--- src/codec_cfg.svh ---
// Operation
// - Bypass bit routes playback around widening
// - Widen enable bit switches enhancement on/off
// - Mono source bit picks mixer or mic
// - Mic select bit picks first or second
// - Loopback bit loops record data to playback
// - Bypass set removes playback from true line
// - Depth field selects 0/50/70/100 percent
// - Four read-only ready flags, 1 when ready
// - Writes alter the ready flags only through power-down bits
// - Seven power-down bits in upper byte
// - Power-down bits also stop dependent sections
// - Reference-off bit downs converters, mixer, line
// - Ready tags stay 0 until section up
// - Registers hold their values while clock stopped
// - Link power-down, warm reset clears and wakes
// - Clock stop, warm reset clears and wakes
// - Cold reset wakes and restores all defaults
// - Reset release samples data and sync pins
// - Board test floats link outputs; cold exits
// - Identity registers give three characters, revision
// - Reset register write spares power-down register
// - Ready flags read 0 after cold reset
`ifndef CODEC_CFG_SVH
`define CODEC_CFG_SVH
// ----------------------------------------------------------------
// Register indices
// ----------------------------------------------------------------
`define IDX_RESET 7'h00
`define IDX_MISC 7'h20
`define IDX_DEPTH 7'h22
`define IDX_PD 7'h26
`define IDX_VID1 7'h7C
`define IDX_VID2 7'h7E
// ----------------------------------------------------------------
// Field positions
// ----------------------------------------------------------------
`define MISC_BYPASS_BIT 15
`define MISC_WIDEN_BIT 13
`define MISC_MONO_BIT 9
`define MISC_MIC_BIT 8
`define MISC_LOOP_BIT 7
`define DEPTH_MSB 1
`define PD_CTL_MSB 14
`define PD_CTL_LSB 8
`define PD_ADC 0
`define PD_DAC 1
`define PD_MIX 2
`define PD_VREF 3
`define PD_LINK 4
`define PD_CLK 5
`define PD_LINE 6
// ----------------------------------------------------------------
// Reset values and arbitrary identity values
// ----------------------------------------------------------------
`define DEPTH_RST 2'h0
`define PD_CTL_RST 7'h00
`define VID1_VAL 16'h5859
`define VID2_VAL 16'h5A00
`define CAPS_VAL 16'h0000
// ----------------------------------------------------------------
// Frame layout and timing
// ----------------------------------------------------------------
`define RX_LAST 6'h37
`define SETTLE_CYC 64
`endif

--- src/codec_pkg.sv ---
package codec_pkg;
    typedef struct packed {
        logic is_read;
        logic [6:0] index;
        logic [15:0] data;
    } link_cmd_type;
    typedef struct packed {
        logic adc;
        logic dac;
        logic mixer;
        logic vref;
        logic link;
        logic clk;
        logic true_line;
    } section_pd_type;
    typedef struct packed {
        logic pcm_via_widen;
        logic stereo_widen_on;
        logic widen_depth_hi;
        logic widen_depth_lo;
        logic mono_from_mic;
        logic mic_input_sel;
        logic converter_loopback;
        logic true_line_dac;
    } route_type;
endpackage

--- src/codec_power_ctrl.sv ---
`timescale 1ns/100ps
`include "codec_cfg.svh"
module codec_power_ctrl #(
    parameter int SETTLE = `SETTLE_CYC,
    parameter logic [15:0] VID1 = `VID1_VAL,
    parameter logic [15:0] VID2 = `VID2_VAL,
    parameter logic [15:0] CAPS = `CAPS_VAL
) (
    // Clock and reset
    input wire logic clk,
    input wire logic rst_n,
    // Link pins
    input wire logic reset_pin_n,
    input wire logic sync,
    input wire logic sdata_out,
    input wire logic bit_clk_src,
    output logic bit_clk_o,
    output logic bit_clk_oe,
    output logic sdata_in_o,
    output logic sdata_in_oe,
    // Analog section controls
    output codec_pkg::section_pd_type section_pd,
    output codec_pkg::route_type route,
    output logic [3:0] ready,
    // Test modes
    output logic ate_test_mode,
    output logic vendor_test_mode
);
    // ------------------------------------------------------------
    // Pin synchronisers
    // ------------------------------------------------------------
    // Bit order: reset pin, sync, data out, bit clock
    logic [3:0] meta_q;
    logic [3:0] pin_q;
    logic [3:0] pin_d_q;
    logic cold;
    logic bclk_rise;
    logic bclk_fall;
    logic sync_rise;
    logic reset_release;

    always_ff @(posedge clk) begin
        if (!rst_n) begin
            meta_q <= 4'h0;
            pin_q <= 4'h0;
            pin_d_q <= 4'h0;
        end else begin
            meta_q <= {reset_pin_n, sync, sdata_out, bit_clk_src};
            pin_q <= meta_q;
            pin_d_q <= pin_q;
        end
    end

    assign cold = !rst_n || !pin_q[3];
    assign bclk_rise = pin_q[0] && !pin_d_q[0];
    assign bclk_fall = !pin_q[0] && pin_d_q[0];
    assign sync_rise = pin_q[2] && !pin_d_q[2];
    assign reset_release = pin_q[3] && !pin_d_q[3];

    // ------------------------------------------------------------
    // Test mode entry
    // ------------------------------------------------------------
    // Only a cold reset leaves a test mode
    always_ff @(posedge clk) begin
        if (!rst_n || !pin_q[3]) begin
            ate_test_mode <= 1'b0;
            vendor_test_mode <= 1'b0;
        end else if (reset_release) begin
            ate_test_mode <= pin_q[1];
            vendor_test_mode <= pin_q[2] && !pin_q[1];
        end
    end

    // ------------------------------------------------------------
    // Register state
    // ------------------------------------------------------------
    codec_pkg::link_cmd_type cmd;
    logic cmd_valid;
    logic wr;
    logic bypass_q;
    logic widen_q;
    logic mono_q;
    logic mic_q;
    logic loop_q;
    logic [1:0] depth_q;
    logic [6:0] pd_ctl_q;
    logic link_off;
    logic link_on;
    logic warm;
    logic line_down;

    assign wr = cmd_valid && !cmd.is_read;
    assign link_off = pd_ctl_q[`PD_LINK] || pd_ctl_q[`PD_CLK];
    assign link_on = !link_off && !ate_test_mode;
    // Sync pulse while the link sleeps is a warm reset
    assign warm = sync_rise && link_off;
    // One source for line power and its route, so both switch together
    assign line_down = pd_ctl_q[`PD_LINE] || pd_ctl_q[`PD_MIX]
        || pd_ctl_q[`PD_VREF];

    // Static storage: nothing but writes and resets touches these
    always_ff @(posedge clk) begin
        if (cold) begin
            bypass_q <= 1'b0;
            widen_q <= 1'b0;
            mono_q <= 1'b0;
            mic_q <= 1'b0;
            loop_q <= 1'b0;
            depth_q <= `DEPTH_RST;
        end else if (wr) begin
            case (cmd.index)
                `IDX_RESET: begin
                    bypass_q <= 1'b0;
                    widen_q <= 1'b0;
                    mono_q <= 1'b0;
                    mic_q <= 1'b0;
                    loop_q <= 1'b0;
                    depth_q <= `DEPTH_RST;
                end
                `IDX_MISC: begin
                    bypass_q <= cmd.data[`MISC_BYPASS_BIT];
                    widen_q <= cmd.data[`MISC_WIDEN_BIT];
                    mono_q <= cmd.data[`MISC_MONO_BIT];
                    mic_q <= cmd.data[`MISC_MIC_BIT];
                    loop_q <= cmd.data[`MISC_LOOP_BIT];
                end
                `IDX_DEPTH: begin
                    depth_q <= cmd.data[`DEPTH_MSB:0];
                end
                default: begin
                end
            endcase
        end
    end

    // Power-down control; status bits are never stored here
    always_ff @(posedge clk) begin
        if (cold) begin
            pd_ctl_q <= `PD_CTL_RST;
        end else if (warm) begin
            pd_ctl_q[`PD_LINK] <= 1'b0;
            pd_ctl_q[`PD_CLK] <= 1'b0;
        end else if (wr && cmd.index == `IDX_PD) begin
            pd_ctl_q <= cmd.data[`PD_CTL_MSB:`PD_CTL_LSB];
        end
    end

    // ------------------------------------------------------------
    // Section power and routing
    // ------------------------------------------------------------
    always_ff @(posedge clk) begin
        if (cold) begin
            section_pd <= '0;
        end else begin
            section_pd.adc <= pd_ctl_q[`PD_ADC] || pd_ctl_q[`PD_VREF]
                || link_off;
            section_pd.dac <= pd_ctl_q[`PD_DAC] || pd_ctl_q[`PD_VREF]
                || link_off;
            section_pd.mixer <= pd_ctl_q[`PD_MIX]
                || pd_ctl_q[`PD_VREF];
            section_pd.vref <= pd_ctl_q[`PD_VREF];
            section_pd.link <= link_off;
            section_pd.clk <= pd_ctl_q[`PD_CLK];
            section_pd.true_line <= line_down;
        end
    end

    always_ff @(posedge clk) begin
        if (cold) begin
            route <= '0;
        end else begin
            route.pcm_via_widen <= !bypass_q;
            route.stereo_widen_on <= widen_q;
            route.widen_depth_hi <= depth_q[1];
            route.widen_depth_lo <= depth_q[0];
            route.mono_from_mic <= mono_q;
            route.mic_input_sel <= mic_q;
            route.converter_loopback <= loop_q;
            route.true_line_dac <= !bypass_q && !line_down;
        end
    end

    // ------------------------------------------------------------
    // Ready flags: reference, mixer, playback, record
    // ------------------------------------------------------------
    logic [3:0] sect_down;

    assign sect_down = {section_pd.vref, section_pd.mixer,
        section_pd.dac, section_pd.adc};

    // Cold reset clears every flag; a restored section must settle
    for (genvar i = 0; i < 4; i++) begin : g_settle
        section_settle #(
            .CYC(SETTLE),
            .CW(16)
        ) u_settle (
            .clk(clk),
            .rst_n(!cold),
            .pd(sect_down[i]),
            .ready(ready[i])
        );
    end

    // ------------------------------------------------------------
    // Command receive
    // ------------------------------------------------------------
    link_frame_rx u_rx (
        .clk(clk),
        .rst_n(!cold),
        .enable(link_on),
        .bclk_fall(bclk_fall),
        .sync_s(pin_q[2]),
        .sdo_s(pin_q[1]),
        .cmd(cmd),
        .cmd_valid(cmd_valid)
    );

    // ------------------------------------------------------------
    // Read data
    // ------------------------------------------------------------
    logic [15:0] rd_data;

    // Unmapped and unused bits read as zero
    always_comb begin
        rd_data = 16'h0000;
        case (cmd.index)
            `IDX_RESET: rd_data = CAPS;
            `IDX_MISC: begin
                rd_data[`MISC_BYPASS_BIT] = bypass_q;
                rd_data[`MISC_WIDEN_BIT] = widen_q;
                rd_data[`MISC_MONO_BIT] = mono_q;
                rd_data[`MISC_MIC_BIT] = mic_q;
                rd_data[`MISC_LOOP_BIT] = loop_q;
            end
            `IDX_DEPTH: rd_data[`DEPTH_MSB:0] = depth_q;
            `IDX_PD: begin
                rd_data[`PD_CTL_MSB:`PD_CTL_LSB] = pd_ctl_q;
                rd_data[3:0] = ready;
            end
            `IDX_VID1: rd_data = VID1;
            `IDX_VID2: rd_data = VID2;
            default: rd_data = 16'h0000;
        endcase
    end

    logic resp_pend_q;
    logic [6:0] resp_idx_q;
    logic [15:0] resp_data_q;
    logic tx_load;

    // Answer goes out in the next frame, once only
    always_ff @(posedge clk) begin
        if (cold || !link_on) begin
            resp_pend_q <= 1'b0;
            resp_idx_q <= 7'h00;
            resp_data_q <= 16'h0000;
        end else if (cmd_valid && cmd.is_read) begin
            resp_pend_q <= 1'b1;
            resp_idx_q <= cmd.index;
            resp_data_q <= rd_data;
        end else if (tx_load) begin
            resp_pend_q <= 1'b0;
        end
    end

    // ------------------------------------------------------------
    // Status frame transmit
    // ------------------------------------------------------------
    logic sync_at_rise_q;
    logic [55:0] tx_q;

    assign tx_load = bclk_rise && pin_q[2] && !sync_at_rise_q;

    always_ff @(posedge clk) begin
        if (cold || !link_on) begin
            sync_at_rise_q <= 1'b0;
            tx_q <= 56'h0000_0000_0000_00;
        end else if (bclk_rise) begin
            sync_at_rise_q <= pin_q[2];
            if (tx_load) begin
                // Record tags stay invalid until the section is up
                tx_q <= {1'b1, resp_pend_q, resp_pend_q, ready[0],
                    ready[0], 11'h000, 1'b0, resp_idx_q, 12'h000,
                    resp_data_q, 4'h0};
            end else begin
                tx_q <= {tx_q[54:0], 1'b0};
            end
        end
    end

    assign sdata_in_o = tx_q[55];

    // Bit clock stops with the link; floats in board test
    always_ff @(posedge clk) begin
        if (cold) begin
            bit_clk_o <= 1'b0;
        end else begin
            bit_clk_o <= pin_q[0] && link_on;
        end
    end

    assign bit_clk_oe = !ate_test_mode;
    assign sdata_in_oe = !ate_test_mode;
endmodule

--- src/link_frame_rx.sv ---
`timescale 1ns/100ps
`include "codec_cfg.svh"
module link_frame_rx (
    // Clock and reset
    input wire logic clk,
    input wire logic rst_n,
    // Sampled link
    input wire logic enable,
    input wire logic bclk_fall,
    input wire logic sync_s,
    input wire logic sdo_s,
    // Decoded command
    output codec_pkg::link_cmd_type cmd,
    output logic cmd_valid
);
    logic sync_seen_q;
    logic busy_q;
    logic [5:0] cnt_q;
    logic [55:0] sh_q;
    logic [55:0] sh_d;

    assign sh_d = {sh_q[54:0], sdo_s};

    // ------------------------------------------------------------
    // Frame shift
    // ------------------------------------------------------------
    always_ff @(posedge clk) begin
        if (!rst_n || !enable) begin
            sync_seen_q <= 1'b0;
            busy_q <= 1'b0;
            cnt_q <= 6'h00;
            sh_q <= 56'h0000_0000_0000_00;
        end else if (bclk_fall) begin
            sync_seen_q <= sync_s;
            if (sync_s && !sync_seen_q) begin
                busy_q <= 1'b1;
                cnt_q <= 6'h01;
                sh_q <= {55'h0, sdo_s};
            end else if (busy_q) begin
                sh_q <= sh_d;
                cnt_q <= 6'(cnt_q + 6'h01);
                if (cnt_q == `RX_LAST) begin
                    busy_q <= 1'b0;
                end
            end
        end
    end

    // ------------------------------------------------------------
    // Command decode at end of slot 2
    // ------------------------------------------------------------
    always_ff @(posedge clk) begin
        if (!rst_n || !enable) begin
            cmd_valid <= 1'b0;
            cmd <= '0;
        end else begin
            cmd_valid <= bclk_fall && busy_q && cnt_q == `RX_LAST
                && sh_d[55] && sh_d[54] && (sh_d[39] || sh_d[53]);
            if (bclk_fall && busy_q && cnt_q == `RX_LAST) begin
                cmd.is_read <= sh_d[39];
                cmd.index <= sh_d[38:32];
                cmd.data <= sh_d[19:4];
            end
        end
    end
endmodule

--- src/section_settle.sv ---
`timescale 1ns/100ps
module section_settle #(
    parameter int CYC = 64,
    parameter int CW = 16
) (
    // Clock and reset
    input wire logic clk,
    input wire logic rst_n,
    // Section control
    input wire logic pd,
    output logic ready
);
    logic [CW-1:0] cnt_q;

    // Powered sections count up before reporting ready
    always_ff @(posedge clk) begin
        if (!rst_n || pd) begin
            cnt_q <= '0;
            ready <= 1'b0;
        end else if (cnt_q == CW'(CYC)) begin
            ready <= 1'b1;
        end else begin
            cnt_q <= CW'(cnt_q + 1'b1);
        end
    end
endmodule

--- config.mk ---
export PLATFORM = sky130hd
export DESIGN_NAME = codec_power_ctrl
export DESIGN_NICKNAME = d
export VERILOG_FILES = /design/src/codec_pkg.sv /design/src/codec_power_ctrl.sv /design/src/link_frame_rx.sv /design/src/section_settle.sv
export VERILOG_INCLUDE_DIRS = /design/src
export SDC_FILE = /design/constraint.sdc
export NUM_CORES = 1
export LEC_CHECK = 0
export ABC_AREA = 1
export BUFFER_PORTS_ARGS = -buffer_cell sky130_fd_sc_hd__buf_2
export CORE_UTILIZATION = 50
export DETAILED_ROUTE_END_ITERATION = 10
export PLACE_DENSITY = 0.69
export SLEW_MARGIN = 0
export SYNTH_ARGS = -nofsm -noshare
export SYNTH_HDL_FRONTEND = slang
export SYNTH_SLANG_ARGS = --single-unit
--- constraint.sdc ---
create_clock -name clk -period 2.2 [get_ports clk]
set_input_delay 0.11 -clock clk [delete_from_list [all_inputs] [get_ports clk]]
set_output_delay 0.11 -clock clk [all_outputs]
set_load 0.1 [all_outputs]
==> reports/qor.txt <==
Ports = 31
Post-synth top flop = dfxtp_1
placed cell count = 1732
top post-synthesis cells by area = dfxtp_1 (49%), nand2_1 (11%), a21oi_1 (7.9%)
total CTS buffers = 29
YS warnings = 0
#FFs+latches synth = 269
Post-Syn Instances = 1488
Vias/cell = 5.16
DRT Wirelength = 22.5 mm
first-pass GRT wire length = 38.8 mm
footprint of the multi-input gates = 4640 µm²
Die ar. = 22600 µm²
initial antenna violation count = 0
hold_ws = 0.413 ns
peak supply drop = 0.543 mV
CP bufs+invs = 1
drt wl/cell = 12.5 µm
Synth area leader = dfxtp_1
Fmax = 546 MHz
commonest non-fill, non-tap cell in the layout = nand2_1
Max-slew headroom = 55.2%
Max Slew Vio Count = 0
Final Power = 10.5 mW
worst min-delay path class = register to register
CTS tree = yes
crit-path leading delay family = simple AND/OR/NAND/NOR gates
clk buf depth = 3
core area = 21300 µm²
slowest CP cell = nand3_2
critical path class = register to register
post-synthesis net count = 1503
GPL Wtd Cong = 0.841
CTS clock-pin slew for the worst setup and hold paths = 0.06 ns
number of synthesized flops with an enable pin = 0
Setup Skew = 0.0104 ns
post-layout min period = 1.83 ns
Initial DRC Count = 460
CP Capture Type = register
Cell Pwr Density = 845 nW/µm²
Layout Cells excl Fill = 1795
Leak = 4.36 nW
most frequent cells in the layout = nand2_1 (317), dfxtp_1 (268), a21oi_1 (173), nand3_1 (168), inv_1 (151)
top cell type's share of synthesized area = 48.9%
critical path, cell by cell = ha_1, nand2_1, nor2_1, nand3_2, inv_2, o21ai_0, nor2_1
worst endpoint required time = 2.68 ns
largest net degree at the start of global routing = 101
CP max FO = 27
Max-cap violations = 0
H-tree depth = 1
HPWL after DPL = 14.5 mm
post-CTS setup buffer count = 0
Final period util = 83.3%
Util after Layout = 58.5%
Sequential Area = 5390 µm²
share of layout cells above drive strength 1 = 8.09%
# clock sinks = 269
via count of the first global-routing pass = 8576
Worst Setup Start Kind = register
worst-skew pair later-pin latency = 0.54 ns
Least-Margin Pin Slew = 0.668 ns
PortBufs = 30
Final WS setup = 0.367 ns
Setup WS pre-CTS = 0.373 ns
Design Area, Final = 12500 µm²
gr ovfl total = 0
DR DRC count = 0
Initial Util = 51.7%
Die W = 150 µm
via count = 9270
crit-path most repeated cell = nor2_1
Final TNS setup = 0 ns
Syn Std Cell Area = 11000 µm²
total track usage = 20.5%
CP Data Arrival Time = 2.31 ns
Max stage delay on crit path = 0.41 ns
# diodes = 0
dpl cell area = 11300 µm²
P&R area growth vs syn = 13.2%
syn avg cell area = 7.40 µm²
unrepaired setup endpoints after global routing = false
DRT Pass-1 Iters = 4
final setup vio count = 0
nets = 1512
outcome = completed
Core Rows = 53
Async S/R FF share, synth = 0%
Fin. Hold Viols = 0
CTS root buffer = clkbuf_16
fill count = 1936
sequential share of the synthesized area = 48.9%
Post-DRT Antenna Nets = 0
Chip Height = 150 µm
Netlist cell types = 36
[final timing paths]
kind | from | end | slack [ns] | cells after the start
worst min-delay path | meta_q[2] | pin_q[2] | 0.41 | 2
worst min register to register | meta_q[2] | pin_q[2] | 0.41 | 2
worst max-delay path | u_rx.cnt_q[0] | u_rx.cmd[15] | 0.37 | 7
worst max register to register | u_rx.cnt_q[0] | u_rx.cmd[15] | 0.37 | 7
[sequential cells by signal (all words and copies together), names as in the netlist, 2 cells and up]
name	count
tx_q	52
g_settle.u_settle.cnt_q	64
g_settle.u_settle.ready	4
meta_q	4
resp_idx_q	7
u_rx.cmd	19
section_pd	7
depth_q	2
pd_ctl_q	7
u_rx.cnt_q	6
u_rx.sh_q	55
pin_d_q	3
resp_data_q	14
route	8
pin_q	4
[where the power goes]
| group | internal [mW] | total, mW | switching, mW |
|---|---|---|---|
| clock network | 3.50 | 5.46 | 1.96 |
| logic | 0.0489 | 0.178 | 0.129 |
| registers | 4.88 | 4.90 | 0.0115 |
| total | 8.43 | 10.5 | 2.10 |
[cells by family (layout without fill, tap and decap cells)]
kind of cell / count (synthesis) / after routing / synth area share (%)
xor+xnor: 7 / 7 / 0.557
simple gates: 693 / 693 / 27.2
buf+inv: 236 / 268 / 9.05
fa+ha+maj: 9 / 9 / 1.02
flops: 269 / 269 / 48.9
compound gates: 274 / 274 / 13.2
[cell usage after synthesis (3+ instances only)]
master    instances
buf_1             6
buf_4            20
inv_1           152
clkbuf_1         23
nand2_1         319
a21oi_1         173
xor2_1            6
nor2_4            4
o211ai_1         21
or2_2             3
nor3_1           26
nor2_1          130
inv_2             6
o21ai_0          61
nand4_1          31
ha_1              9
dfxtp_1         269
buf_2            28
a31oi_1          10
nand3_1         169
[cell type report]
cell class              count  share of cell area [%]
flip-flops and latches    269                    43.2
well taps                 275                    2.76
clock inverters            15                    2.06
multi-input cells         983                    37.3
repair buffers             55                    3.09
inverters                 159                    4.82
clock buffers              39                    6.77
[worst reg2reg max path, stage by stage, from the launching register on]
cell and delay, ns:
dfxtp_1 0.36, ha_1 0.18, nand2_1 0.09, nor2_1 0.16, nand3_2 0.41, inv_2 0.36
o21ai_0 0.13, nor2_1 0.09
[layer usage]
| metal | global-route usage (%) | vias up | routed length [µm] |
|---|---|---|---|
| met2 | 35.6 | 97 | 10700 |
| met4 | 5.25 | 0 | 463 |
| li1 | - | 4894 | - |
| met3 | 2.85 | 33 | 582 |
| met1 | 26.6 | 4246 | 10800 |
| met5 | 0 | - | 0 |
[what timing repair did]
item	CTS	global route
hold endpoints to repair	10	0
resized for setup	0	0
hold buffers	9	0
Note: power is estimated with default switching activity, not from simulation.
